==> src/hdl/dbg_bkpt_pkg.sv <==
// Shared constants for the debug address breakpoint register slice.
// Assumes one 100 MHz clock and a synchronous active-high reset.
package dbg_bkpt_pkg;

    // Debug control register numbers (5-bit register select)
    localparam logic [4:0] REG_CONFIG_STATUS = 5'h00;
    localparam logic [4:0] REG_ADDR_HIGH     = 5'h0C;
    localparam logic [4:0] REG_ADDR_LOW      = 5'h0D;
    // Attribute register number on the debug port
    localparam logic [4:0] REG_MEM_ATTR      = 5'h05;

    // Attribute register layout
    localparam int ATTR_RW_BIT  = 7;
    localparam int ATTR_SIZE_HI = 6;
    localparam int ATTR_SIZE_LO = 5;
    localparam int ATTR_TYPE_HI = 4;
    localparam int ATTR_TYPE_LO = 3;
    localparam int ATTR_MOD_HI  = 2;
    localparam int ATTR_MOD_LO  = 0;
    localparam logic [7:0] ATTR_RESET = 8'h05;

    // Transfer type encodings, shared with the attribute comparator
    localparam logic [1:0] XFER_NORMAL   = 2'h0;
    localparam logic [1:0] XFER_EXTERNAL = 2'h1;
    localparam logic [1:0] XFER_EMULATOR = 2'h2;
    localparam logic [1:0] XFER_CPU_ACK  = 2'h3;
    // Transfer modifier encodings for normal accesses
    localparam logic [2:0] MOD_LINE_PUSH  = 3'h0;
    localparam logic [2:0] MOD_USER_DATA  = 3'h1;
    localparam logic [2:0] MOD_USER_CODE  = 3'h2;
    localparam logic [2:0] MOD_SUPER_DATA = 3'h5;
    localparam logic [2:0] MOD_SUPER_CODE = 3'h6;

    // Configuration/status layout
    localparam int CSR_STATE_HI = 31;
    localparam int CSR_STATE_LO = 28;
    localparam int CSR_FOF_BIT  = 27;
    localparam int CSR_TRG_BIT  = 26;
    localparam int CSR_HALT_BIT = 25;
    localparam int CSR_BKPT_BIT = 24;
    localparam int CSR_HRL_HI   = 23;
    localparam int CSR_HRL_LO   = 20;
    localparam int CSR_RSVD_BIT = 7;
    localparam logic [3:0]  CSR_HRL_VALUE = 4'h1;
    localparam logic [31:0] CSR_WR_MASK   = 32'h0001_FF50;
    localparam logic [31:0] CSR_RESET     = 32'h0000_0000;

    // Breakpoint state field encodings
    localparam logic [3:0] BP_IDLE         = 4'h0;
    localparam logic [3:0] BP_WAIT_L1      = 4'h1;
    localparam logic [3:0] BP_TRIG_L1      = 4'h2;
    localparam logic [3:0] BP_WAIT_L2      = 4'h5;
    localparam logic [3:0] BP_TRIG_L2      = 4'h6;

    // Address comparison conditions from the trigger definition
    localparam logic [1:0] CMP_EQUAL   = 2'h0;
    localparam logic [1:0] CMP_INSIDE  = 2'h1;
    localparam logic [1:0] CMP_OUTSIDE = 2'h2;
    localparam logic [1:0] CMP_OFF     = 2'h3;

    localparam logic [31:0] ADDR_RESET = 32'h0000_0000;
    localparam logic [31:0] ZERO_WORD  = 32'h0000_0000;

endpackage

==> src/hdl/addr_range_cmp.sv <==
// Combinational address comparator against a low and a high bound.
// Assumes the bounds and condition are stable register outputs.
module addr_range_cmp (
    input  wire logic [1:0]  cond_i,
    input  wire logic [31:0] low_i,
    input  wire logic [31:0] high_i,
    input  wire logic [31:0] addr_i,
    output logic             match_o
);

    logic above_low;
    logic below_high;
    logic in_range;
    logic equal_low;

    // Bound tests, both ends inclusive
    assign above_low  = (addr_i >= low_i);
    assign below_high = (addr_i <= high_i);
    assign in_range   = above_low && below_high;
    assign equal_low  = (addr_i == low_i);

    // Condition select
    always_comb begin
        case (cond_i)
            dbg_bkpt_pkg::CMP_EQUAL:   match_o = equal_low;  // [RULE2]
            dbg_bkpt_pkg::CMP_INSIDE:  match_o = in_range;   // [RULE2]
            dbg_bkpt_pkg::CMP_OUTSIDE: match_o = !in_range;  // [RULE2]
            default:                   match_o = 1'b0;
        endcase
    end

endmodule

==> src/hdl/debug_address_breakpoint_regs.sv <==
// Debug register slice: address bounds, debug memory attributes and
// configuration/status, with the local-bus address comparator.
// Assumes core and debug-port requests are synchronous to ref_clk_i and
// that the breakpoint trigger logic supplies status and the condition.

// Contract
// RULE1 - Compare low and high bounds with every local-bus transfer address.
// RULE2 - Conditions: equal to low, inside inclusive range, or outside it.
// RULE3 - Low bound holds 32-bit lower limit; also the single exact address.
// RULE4 - High bound holds the 32-bit upper limit of the range.
// RULE5 - Supervisor writes high bound as register 0x0C; core cannot read.
// RULE6 - Low bound: supervisor write at 0x0D; debug port may only write.
// RULE7 - Debug port may read and write the high bound.
// RULE8 - Attribute reg gives direction, size, type, modifier for memory cmds.
// RULE9 - Attribute register resets to 0x5, supervisor data space.
// RULE10 - Type and modifier fields share the attribute comparator encodings.
// RULE11 - Config/status is write-only from core, read/write from debug port.
// RULE12 - Supervisor reaches config/status as debug register 0x00.
// RULE13 - Writers must put zero in config/status bit 7.
// RULE14 - Config/status merges debug configuration with breakpoint status.
// RULE15 - Type codes: 00 normal, 10 emulator, 11 CPU space, 01 external.
// RULE16 - State field: 0000 idle, 0001/0010 level one, 0101/0110 level two.
// RULE17 - One address-match indication per local-bus cycle, chosen by trigger.
module debug_address_breakpoint_regs (
    input  wire logic        ref_clk_i,
    input  wire logic        rst_i,
    input  wire logic        ce_i,
    // Core debug-register write instruction
    input  wire logic        core_wr_i,
    input  wire logic        core_super_i,
    input  wire logic [4:0]  core_reg_i,
    input  wire logic [31:0] core_data_i,
    // Debug port register commands
    input  wire logic        dbg_wr_i,
    input  wire logic        dbg_rd_i,
    input  wire logic [4:0]  dbg_reg_i,
    input  wire logic [31:0] dbg_data_i,
    output logic [31:0]      dbg_rdata_o,
    output logic             dbg_rvalid_o,
    // Local bus under watch
    input  wire logic        lb_valid_i,
    input  wire logic [31:0] lb_addr_i,
    // Trigger definition condition and breakpoint status in
    input  wire logic [1:0]  trig_cond_i,
    input  wire logic [3:0]  bp_state_i,
    input  wire logic        fof_i,
    input  wire logic        trg_i,
    input  wire logic        halt_i,
    input  wire logic        bkpt_i,
    // Results
    output logic             addr_match_o,
    output logic             mem_read_o,
    output logic [1:0]       mem_size_o,
    output logic [1:0]       mem_type_o,
    output logic [2:0]       mem_mod_o,
    output logic [31:0]      config_o
);

    logic [31:0] addr_low_reg;
    logic [31:0] addr_low_next;
    logic [31:0] addr_high_reg;
    logic [31:0] addr_high_next;
    logic [7:0]  attr_reg;
    logic [7:0]  attr_next;
    logic [31:0] csr_ctrl_reg;
    logic [31:0] csr_ctrl_next;
    logic [7:0]  csr_stat_reg;
    logic [31:0] rdata_reg;
    logic [31:0] rdata_next;
    logic        rvalid_reg;
    logic        match_reg;
    logic        cmp_hit;

    logic        core_ok;
    logic        wr_any;
    logic [4:0]  wr_sel;
    logic [31:0] wr_data;
    logic        wr_low;
    logic        wr_high;
    logic        wr_attr;
    logic        wr_csr;
    logic [31:0] csr_read_word;

    // Keep writable control bits, bit 7 always stored as zero
    function automatic logic [31:0] csr_merge(input logic [31:0] data);
        logic [31:0] masked;
        masked = data & dbg_bkpt_pkg::CSR_WR_MASK;
        masked[dbg_bkpt_pkg::CSR_RSVD_BIT] = 1'b0;
        return masked;
    endfunction

    // Register select test shared by both request paths
    function automatic logic reg_is(input logic [4:0] sel,
                                    input logic [4:0] num);
        return sel == num;
    endfunction

    // Write source: debug port wins over the core in the same cycle
    assign core_ok = core_wr_i && core_super_i;
    assign wr_any  = dbg_wr_i || core_ok;
    assign wr_sel  = dbg_wr_i ? dbg_reg_i : core_reg_i;
    assign wr_data = dbg_wr_i ? dbg_data_i : core_data_i;

    // Write decode; attribute register only via the debug port
    assign wr_low  = wr_any
                   && reg_is(wr_sel, dbg_bkpt_pkg::REG_ADDR_LOW);   // [RULE6]
    assign wr_high = wr_any
                   && reg_is(wr_sel, dbg_bkpt_pkg::REG_ADDR_HIGH);  // [RULE5]
    assign wr_csr  = wr_any && reg_is(wr_sel,
                     dbg_bkpt_pkg::REG_CONFIG_STATUS);         // [RULE12]
    assign wr_attr = dbg_wr_i
                   && reg_is(dbg_reg_i, dbg_bkpt_pkg::REG_MEM_ATTR);

    // Next values of the software-visible registers
    assign addr_low_next  = wr_low  ? wr_data : addr_low_reg;   // [RULE3]
    assign addr_high_next = wr_high ? wr_data : addr_high_reg;  // [RULE4]
    assign attr_next      = wr_attr ? wr_data[7:0] : attr_reg;  // [RULE8]
    // Reserved bit dropped whatever the writer sent
    assign csr_ctrl_next  = wr_csr ? csr_merge(wr_data)
                                   : csr_ctrl_reg;              // [RULE13]

    // Status word: breakpoint state over configuration bits
    assign csr_read_word = {csr_stat_reg,
                            dbg_bkpt_pkg::CSR_HRL_VALUE,
                            csr_ctrl_reg[19:0]};                // [RULE14]

    // Debug-port read mux; low bound and unknown numbers read zero
    always_comb begin
        case (dbg_reg_i)
            dbg_bkpt_pkg::REG_ADDR_HIGH:
                rdata_next = addr_high_reg;                     // [RULE7]
            dbg_bkpt_pkg::REG_CONFIG_STATUS:
                rdata_next = csr_read_word;                     // [RULE11]
            dbg_bkpt_pkg::REG_MEM_ATTR:
                rdata_next = {24'h00_0000, attr_reg};
            default:
                rdata_next = dbg_bkpt_pkg::ZERO_WORD;           // [RULE6]
        endcase
    end

    // Address comparator
    addr_range_cmp u_cmp (
        .cond_i  (trig_cond_i),
        .low_i   (addr_low_reg),
        .high_i  (addr_high_reg),
        .addr_i  (lb_addr_i),
        .match_o (cmp_hit)
    );

    // Bound registers
    always_ff @(posedge ref_clk_i) begin
        if (rst_i) begin
            addr_low_reg  <= dbg_bkpt_pkg::ADDR_RESET;
            addr_high_reg <= dbg_bkpt_pkg::ADDR_RESET;
        end else if (ce_i) begin
            addr_low_reg  <= addr_low_next;
            addr_high_reg <= addr_high_next;
        end
    end

    // Attribute and configuration registers
    always_ff @(posedge ref_clk_i) begin
        if (rst_i) begin
            attr_reg     <= dbg_bkpt_pkg::ATTR_RESET;           // [RULE9]
            csr_ctrl_reg <= dbg_bkpt_pkg::CSR_RESET;
        end else if (ce_i) begin
            attr_reg     <= attr_next;
            csr_ctrl_reg <= csr_ctrl_next;
        end
    end

    // Breakpoint status captured from the trigger logic
    always_ff @(posedge ref_clk_i) begin
        if (rst_i) begin
            csr_stat_reg <= 8'h00;
        end else if (ce_i) begin
            csr_stat_reg <= {bp_state_i, fof_i, trg_i,
                             halt_i, bkpt_i};           // [RULE16]
        end
    end

    // Read answer one cycle after the command
    always_ff @(posedge ref_clk_i) begin
        if (rst_i) begin
            rdata_reg  <= dbg_bkpt_pkg::ZERO_WORD;
            rvalid_reg <= 1'b0;
        end else if (ce_i) begin
            rvalid_reg <= dbg_rd_i;
            if (dbg_rd_i) begin
                rdata_reg <= rdata_next;
            end
        end
    end

    // One match flag per local-bus cycle
    always_ff @(posedge ref_clk_i) begin
        if (rst_i) begin
            match_reg <= 1'b0;
        end else if (ce_i) begin
            match_reg <= lb_valid_i && cmp_hit; // [RULE1] [RULE17]
        end
    end

    // Outputs straight from flip-flops
    assign dbg_rdata_o  = rdata_reg;
    assign dbg_rvalid_o = rvalid_reg;
    assign addr_match_o = match_reg;
    assign mem_read_o   = attr_reg[dbg_bkpt_pkg::ATTR_RW_BIT];
    assign mem_size_o   = attr_reg[dbg_bkpt_pkg::ATTR_SIZE_HI:
                                   dbg_bkpt_pkg::ATTR_SIZE_LO];
    // Same type/modifier codes as the attribute comparator
    assign mem_type_o   = attr_reg[dbg_bkpt_pkg::ATTR_TYPE_HI:   // [RULE15]
                                   dbg_bkpt_pkg::ATTR_TYPE_LO];  // [RULE10]
    assign mem_mod_o    = attr_reg[dbg_bkpt_pkg::ATTR_MOD_HI:
                                   dbg_bkpt_pkg::ATTR_MOD_LO];   // [RULE10]
    assign config_o     = csr_read_word;
endmodule

==> config.mk <==
export PLATFORM = sky130hd
export DESIGN_NAME = debug_address_breakpoint_regs
export DESIGN_NICKNAME = d
export VERILOG_FILES = /design/src/hdl/dbg_bkpt_pkg.sv /design/src/hdl/addr_range_cmp.sv /design/src/hdl/debug_address_breakpoint_regs.sv
export SDC_FILE = /design/constraint.sdc
export NUM_CORES = 1
export LEC_CHECK = 0
export ABC_AREA = 1
export ABC_CLOCK_PERIOD_IN_PS = 1500
export BUFFER_PORTS_ARGS = -buffer_cell sky130_fd_sc_hd__clkbuf_2
export CORE_MARGIN = 10
export CORE_UTILIZATION = 35
export CTS_CLUSTER_SIZE = 12
export DETAILED_ROUTE_END_ITERATION = 10
export PLACE_DENSITY = 0.63
export SYNTH_ARGS = -nofsm -noshare
export SYNTH_HDL_FRONTEND = slang
export SYNTH_SLANG_ARGS = --single-unit
==> constraint.sdc <==
create_clock -name ref_clk_i -period 1.5 [get_ports ref_clk_i]
set_input_delay 0.225 -clock ref_clk_i [delete_from_list [all_inputs] [get_ports ref_clk_i]]
set_output_delay 0.225 -clock ref_clk_i [all_outputs]
set_load 0.02 [all_outputs]
### Word level (Yosys, flattened, before mapping)

Cells that the tools add are included.

* logic and storage cells: 38
* output and inout bits: 74
* flip-flop bits (word level): 125
* input bits: 124

* eq/ne operators: 7
* magnitude comparators: 2
* mux-type cells: 4
* reductions and logical operators: 17

Operator list (count)
* one-hot mux 32 bit (3 select lines): 1
* equality test 32 bit: 1
* greater-or-equal comparator 32 bit: 1
* <= comparator 32 bit: 1
* 2-to-1 mux 32 bit: 1
* equality test 5 x 4 -> 1 bit, second input constant: 3
* logical NOT 5 bit: 2
* AND reduction 2 bit: 5
* logical AND 1 bit: 7
* equality test 5 x 3 -> 1 bit, second input constant: 1
* 2-to-1 mux 5 bit: 1
* one-hot mux 1 bit (3 select lines): 1
* equality test 2 x 1 -> 1 bit, second input constant: 1
* equality test 2 bit, second input constant: 1
* logical NOT 2 bit: 1
* logical NOT 1 bit: 1
* logical OR 1 bit: 1

### Depth between registers and ports, before layout

Gate-level depths: netlist of the first run.

* depth in word-level cells: 5
* gate-level depth with buffers: 18
* mapped depth without buffers: 18

### Modules after synthesis

From an unflattened synthesis of the first run, not the netlist that was laid out.

* cells, all modules: 1100
* area total of the unflattened synthesis: 7611.0 µm²

By module, submodules not included
* debug_address_breakpoint_regs: area each 5859.4 µm², cells each 814, sequential area each 2502.4 µm², instances 1
* addr_range_cmp: area each 1751.7 µm², cells each 286, sequential area each 0.0 µm², instances 1

### Worst setup path before layout of the first run

Ideal clock, no wire load.

* path type: register -> register
* from: register addr_low_reg[23]
* to: register match_reg, in the netlist addr_match_o
* path slack: -0.035 ns
* data arrival time: 1.403 ns
* clock period less this slack: 1.535 ns
* library setup time: 0.132 ns
* stages on the path, launching flop included: 14
* data required time: 1.368 ns
* path buffers: 0
* cells stage by stage: dfxtp_1 -> inv_1 -> ha_1 -> nand2_1 -> nor2_1 -> nand4_1 -> nor2_1 -> nand2_1 -> nand2_1 -> nor2_1 -> nand2_1 -> nand3_1 -> nand3_1 -> a21oi_1

* word-level cells in the longest chain between the ends: 5
* elaborated cells on any way between the ends: 6
* classes of those cells: order compare (1); eq/ne (1); mux (1); reduce/logical (3)

RTL lines
* start, declared: RTL line debug_address_breakpoint_regs.sv:59 `logic [31:0] addr_low_reg;`
* start signal, assigned: RTL line debug_address_breakpoint_regs.sv:153 `addr_low_reg <= dbg_bkpt_pkg::ADDR_RESET;`
* start signal, assigned: RTL line debug_address_breakpoint_regs.sv:156 `addr_low_reg <= addr_low_next;`
* greater-or-equal comparator 32 bit: RTL line addr_range_cmp.sv:17 `assign above_low = (addr_i >= low_i);`
* logical AND 1 bit: RTL line addr_range_cmp.sv:19 `assign in_range = above_low && below_high;`
* logical NOT 1 bit: RTL line addr_range_cmp.sv:27 `dbg_bkpt_pkg::CMP_OUTSIDE: match_o = !in_range;`
* one-hot mux 1 bit (3 select lines) *: RTL line addr_range_cmp.sv:24 `case (cond_i)`
* logical AND 1 bit *: RTL line debug_address_breakpoint_regs.sv:200 `match_reg <= lb_valid_i && cmp_hit;`
* end signal, assigned: RTL line debug_address_breakpoint_regs.sv:200
* end, declared: RTL line debug_address_breakpoint_regs.sv:71 `logic match_reg;`

Every way passes the cells marked *; elsewhere a longest branch is shown, timed or not.
A chain may end at the register's enable or synchronous reset.

### Worst setup path in the final report of the first run

* from: register addr_low_reg[9]
* to: register match_reg, in the netlist addr_match_o

The elaborated chain is that of the path after synthesis.

==> impl_results.md, run 1 <==
* Largest net degree at the start of global routing at 96
* CP top delay family: simple AND/OR/NAND/NOR gates
* Worst path max stage delay at 0.32 ns
* Violated checks: setup timing
* Drt total wl at 23100 um
* Slowest stage cell, crit path: dfxtp_1
* R2R cell count at 14
* Syn avg cell area at 7.26 sq um
* Initial antenna violation count at 1
* # rows at 51
* Total Nets Final at 1376
* Worst EP arrival at 2.13 ns
* Crit-path cells: inv_2 -> ha_4 -> nand2_1 -> nor2_1 -> nand4_1 -> nor2_2 -> nand2_1 -> nand2_1 -> nor2_1 -> nand2_1 -> nand2_1 -> nand2_1 -> nand3_2 -> a21oi_2
* # hold bufs at CTS at 0
* Top cells by area, synth: dfxtp_1 37%, nand2_1 13%, ha_1 12%, a21oi_1 11%, inv_1 6.3%
* Mapped Area at 6840 sq um
* Overall Power at 8.80 mW
* Post-synth EDFFs at 0
* # setup viols final at 1
* Gate Count Post-Synth at 943
* Layout cell share with drive strength beyond 1 at 31.5%
* VDD IR-drop max at 0.000700 V
* Die area at 25500 sq um
* Layout Utilization at 48.6%
* Dpl hpwl at 17600 um
* Period utilisation layout at 118%
* Most numerous cell in the Yosys netlist: nand2_1
* CP endpoint: addr_match_o$_SDFFE_PP0P_
* PnR worst setup slack at -0.276 ns
* Clk_lat worst skew at 0.42 ns
* Clk slew on worst S/H paths at 0.06 ns
* Global-route wire length before repair at 36400 um
* R2R Path Start: addr_low_reg[9]$_SDFFE_PP0P_
* Total track usage at 17.5%
* Flop-to-flop setup slack at -0.28 ns
* Core area at 19300 sq um
* DRC viols at 0
* Io pins at 198
* Sequential fraction of the synthesis area at 36.6%
* Synth top area share at 36.6%
* CP endpoint kind: flip-flop
* Drt wl/cell at 15.7 um
* Root Driver: clkbuf_16
* Ys async rst share at 0%
* Critical path's most frequent cell: nand2_1
* CP required at 1.85 ns
* Vias at 6977
* Clock Skew at 0.00954 ns
* Hold Violations, Final at 0
* H-tree Lvls at 4
* RePlAce Congestion at 0.849
* CTS max path bufs at 2
* Startpoint types: flip-flop
* Initial core utilization at 35.4%
* FF+latch count, synth at 125
* Vias in the first global route at 6874
* Slew Viols, Final at 0
* Area grow syn2layout at 37.3%
* Clock sink count at 125
* Netlist cell types at 31
* Via density at 4.76
* Synth warn at 0
* Die Ht at 160 um
* DR pass1 iterations at 5
* Die W at 160 um
* Worst-path fanout max at 2
* Worst Setup SP: addr_low_reg[9]$_SDFFE_PP0P_
* Crit Path Class: reg -> reg
* I/O Buffers at 184
* Worst path depth at 14
* Cell taking the most area after synthesis: dfxtp_1
* Leakage at 4.19 nW
* Ys flop type: dfxtp_1
* Reg-to-reg endpoint: addr_match_o$_SDFFE_PP0P_
* CP bufs+invs at 1
* Minimum clock period at 1.78 ns
* Worst min path class: in -> reg
* Fmax at 563 MHz
* Max-cap violation count at 0
* CTS tree: built
* Pwr dens at 936 nW/um^2
* Final ANT Viol Nets at 0
* RSZ-0062 raised after global routing: yes
* DRT iter0 DRCs at 315
* Post-synth top cells: 232 x nand2_1, 153 x a21oi_1, 125 x dfxtp_1
* Gr ovfl total at 0
* Number of buffers created by CTS at 17
* Status: complete, but fails checks
[stage by stage]
stage	hold slack [ns]	setup slack (ns)	cells	cell area, sq um	TNS (ns)
after floorplan	0.414	-0.0347	954	6890	-0.0347
after detailed placement	0.455	-0.380	1432	8510	-11.40
final	0.0883	-0.276	1467	9390	-0.276
after global routing	0.0912	-0.410	1466	9390	-0.410
after global placement	0.449	-0.356	1432	8510	-9.03
after CTS	0.0718	-0.280	1466	9270	-0.280
[report_power, final]
part | internal, mW | switching [mW]
clock | 2.37 | 1.79
combinational | 0.490 | 0.731
sequential | 3.38 | 0.0257
[cells by family after synthesis]
| group | Yosys count | share of synthesized area [%] |
|---|---|---|
| buf+inv | 178 | 12.2 |
| simple gates | 281 | 17.0 |
| other cells | 2 | 0.110 |
| flops | 125 | 36.6 |
| fa+ha+maj | 64 | 11.7 |
| compound gates | 293 | 22.5 |
[worst reg2reg max path, cell delays in order, from the launching register on]
cell,delay (ns)
dfxtp_1,0.32
inv_2,0.05
ha_4,0.26
nand2_1,0.05
nor2_1,0.12
nand4_1,0.17
nor2_2,0.18
nand2_1,0.08
nand2_1,0.07
nor2_1,0.04
nand2_1,0.08
nand2_1,0.05
nand2_1,0.07
nand3_2,0.06
a21oi_2,0.11
[routing by layer]
metal,track usage [%],wire (um)
met5,0,0
met4,4.51,312
met3,4.94,1370
met2,29.5,11000
met1,21.6,10400
[final cells by class]
class,instances,area (sq um)
antenna,1,2.50
clock buffer,17,425
clock inverter,15,169
fill,2023,9940
inverter,120,450
multi-input combinational,651,3810
sequential,125,2510
tap,265,332
timing repair buffer,273,1690
[layout by cell type, fill, tap and decap left out, drive strengths merged]
cell	synthesis	routed
o21ai	107	107
buf	30	89
bufinv	0	1
clkinvlp	0	3
a22oi	2	2
ha	64	64
o22ai	23	23
nand4	9	9
or2	1	1
diode	0	1
a21oi	153	153
o21a	3	3
a21o	1	1
nor2	26	26
nor4	1	1
clkbuf	28	201
nand2	233	233
dfxtp	125	125
o211ai	2	2
clkinv	0	1
o21bai	2	2
conb	2	13
nand3	8	8
nor3	3	3
inv	120	130
[how the worst min path moves through the flow]
stage	cells after the start	startpoint	end	slack, ns
6_report	3	bp_state_i[3]	csr_stat_reg[7]$_SDFFE_PP0P_	0.09
5_1_grt	3	bp_state_i[2]	csr_stat_reg[6]$_SDFFE_PP0P_	0.09
3_5_place_dp	2	addr_low_reg[26]$_SDFFE_PP0P_	addr_low_reg[26]$_SDFFE_PP0P_	0.45
4_1_cts	3	bp_state_i[3]	csr_stat_reg[7]$_SDFFE_PP0P_	0.07
2_1_floorplan	3	trig_cond_i[0]	addr_match_o$_SDFFE_PP0P_	0.41
3_3_place_gp	2	addr_low_reg[6]$_SDFFE_PP0P_	addr_low_reg[6]$_SDFFE_PP0P_	0.45
[repair_timing]
action,4_1_cts,5_1_grt
resized for setup,34,25
gates cloned,0,0
pin swaps,19,17
endpoints found under the setup margin,1,2
setup buffers,2,0
Power figures use the tool's default switching activity.
==> run 2, diff against run 1 <==
Settings changed: CORE_ASPECT_RATIO set to 0.9.
==> impl_results.md, run 2 (synthesis gave the netlist of run 1 again) <==
* Commonest non-fill, non-tap cell in the layout: nand2_1
* RePlAce Congestion at 0.858 (+1.1%)
* Clk slew on worst S/H paths at 0.06 ns (about the same)
* Flop-to-flop setup slack at -0.28 ns (about the same)
* Initial antenna violation count at 2 (+1)
* DRT iter0 DRCs at 386 (+23%)
* Startpoint types: flip-flop
* Slew Viols, Final at 0 (unchanged)
* Worst Hold Depth at 3 (unchanged)
* Violated checks: setup timing
* CTS tree: built
* Hold Violations, Final at 0 (unchanged)
* Area grow syn2layout at 37.5%
* Period utilisation layout at 119% (+0.41 points)
* Clk_lat worst skew at 0.43 ns (about the same)
* Overall Power at 8.95 mW (+1.8%)
* Max-cap violation count at 0 (unchanged)
* GRT met2 Usage at 27.7% (-1.8 points)
* Initial core utilization at 35.6% (+0.21 points)
* Total track usage at 17.4% (-0.11 points)
* # rows at 48 (-5.9%)
* Root Driver: clkbuf_16
* Minimum clock period at 1.78 ns (+0.00618 ns)
* Core area at 19200 sq um (-0.60%)
* PnR worst setup slack at -0.282 ns (-0.00618 ns)
* Most frequent cells in the layout: 228 x nand2_1, 184 x clkbuf_2, 153 x a21oi_1, 118 x dfxtp_1, 103 x inv_1
* CTS max path bufs at 2 (unchanged)
* VDD IR-drop max at 0.000662 V (-5.3%)
* Worst hold slack at 0.0923 ns (+0.00400 ns)
* DRC viols at 0 (unchanged)
* Crit Path Class: reg -> reg
* Dpl hpwl at 18000 um (+2.2%)
* Final ANT Viol Nets at 0 (unchanged)
* Layout cell share with drive strength beyond 1 at 30.6% (-0.82 points)
* Drt wl/cell at 15.7 um (-0.27%)
* Total Nets Final at 1392 (+1.2%)
* Vias in the first global route at 6740 (-1.9%)
* GR Util met3 at 4.90% (-0.036 points)
* Reg-to-reg endpoint: addr_match_o$_SDFFE_PP0P_
* Vias at 6899 (-1.1%)
* # setup viols final at 1 (unchanged)
* Worst-path fanout max at 2 (unchanged)
* Via density at 4.70 (-1.3%)
* I/O Buffers at 184 (unchanged)
* Clock sink count at 125 (unchanged)
* R2R Path Start: addr_low_reg[27]$_SDFFE_PP0P_
* Die area at 25600 sq um (about the same)
* RSZ-0062 raised after global routing: yes
* Setup TNS at -0.282 ns (-0.00618 ns)
* Global-route wire length before repair at 35800 um (-1.6%)
* Drt total wl at 23100 um (-0.13%)
* H-tree Lvls at 4 (unchanged)
* Worst EP arrival at 2.14 ns (about the same)
* R2R cell count at 14 (unchanged)
* WHS Endpoint: csr_stat_reg[6]$_SDFFE_PP0P_
* CP endpoint kind: flip-flop
* Number of buffers created by CTS at 17 (unchanged)
* Fmax at 561 MHz (-0.35%)
* DR pass1 iterations at 4 (-1)
* Status: complete, but fails checks
* Largest net degree at the start of global routing at 58 (-40%)
* Worst min path class: in -> reg
* Gr ovfl total at 0 (unchanged)
* Clock Skew at 0.0115 ns (+0.00201 ns)
* Leakage at 4.27 nW (+2.0%)
* Io pins at 198 (unchanged)
* Met1 usage at 22.6% (+1.0 points)
* Die W at 167 um (+4.7%)
* Pwr dens at 951 nW/um^2 (+1.6%)
* CP required at 1.86 ns (about the same)
* Hold Crit Start: bp_state_i[2]
* Most used routing layer: met2
* Die Ht at 153 um (-4.5%)
run 2: critical path, stage by stage, from the launching register on:
cell and delay, ns:
dfxtp_2 0.32, inv_2 0.04, ha_4 0.27, nand2_4 0.05, nor2_4 0.09, nand4_1 0.19, nor2_2 0.20, nand2_2 0.07
nand2_1 0.06, nor2_1 0.04, nand2_1 0.07, nand2_1 0.06, nand2_1 0.06, nand3_1 0.06, a21oi_1 0.13
run 2: layout make-up:
type	count	area [sq um]
flip-flops and latches	125	2510
well taps	250	313
fillers	1934	9810
clock buffers	18	429
clock inverters	14	183
inverters	120	450
multi-input cells	651	3700
repair buffers	289	1820
diodes	2	5.00
run 2: what timing repair did:
action | CTS | global route
resized for setup | 13 | 24
endpoints found under the setup margin | 1 | 1
setup buffers | 0 | 2
hold buffers | 0 | 0
pin swaps | 5 | 15
run 2: worst max path at each step:
| stage | to | cells past startpoint | slack [ns] | start |
|---|---|---|---|---|
| after floorplan | addr_match_o$_SDFFE_PP0P_ | 13 | -0.03 | addr_low_reg[23]$_SDFFE_PP0P_ |
| after global placement | addr_match_o$_SDFFE_PP0P_ | 14 | -0.28 | addr_low_reg[7]$_SDFFE_PP0P_ |
| final | addr_match_o$_SDFFE_PP0P_ | 14 | -0.28 | addr_low_reg[27]$_SDFFE_PP0P_ |
| after CTS | addr_match_o$_SDFFE_PP0P_ | 14 | -0.27 | addr_low_reg[7]$_SDFFE_PP0P_ |
| after detailed placement | addr_match_o$_SDFFE_PP0P_ | 14 | -0.31 | addr_low_reg[27]$_SDFFE_PP0P_ |
| after global routing | addr_match_o$_SDFFE_PP0P_ | 14 | -0.48 | addr_low_reg[11]$_SDFFE_PP0P_ |
run 2: per-stage QoR:
stage | setup slack, ns | util (%) | instances | area (sq um)
floorplan | -0.0347 | - | 954 | 6890
global placement | -0.282 | 44.9 | 1433 | 8620
detailed placement | -0.311 | 44.9 | 1433 | 8620
CTS | -0.271 | 48.4 | 1465 | 9300
global route | -0.477 | 48.9 | 1467 | 9400
finish | -0.282 | 49.0 | 1469 | 9410
run 2: per-layer routing:
metal,vias to the layer above,part of all wire (%)
met2,173,46
li1,3620,-
met4,0,1.2
met1,3093,47
met5,-,0
met3,13,5.7
run 2: where the power goes:
group          total [mW]  switching, mW  leakage, nW  internal (mW)
Clock                4.33           1.68        0.294           2.65
Sequential           3.41         0.0260         1.02           3.38
Combinational        1.21          0.716         2.96          0.491
Total                8.95           2.42         4.27           6.53
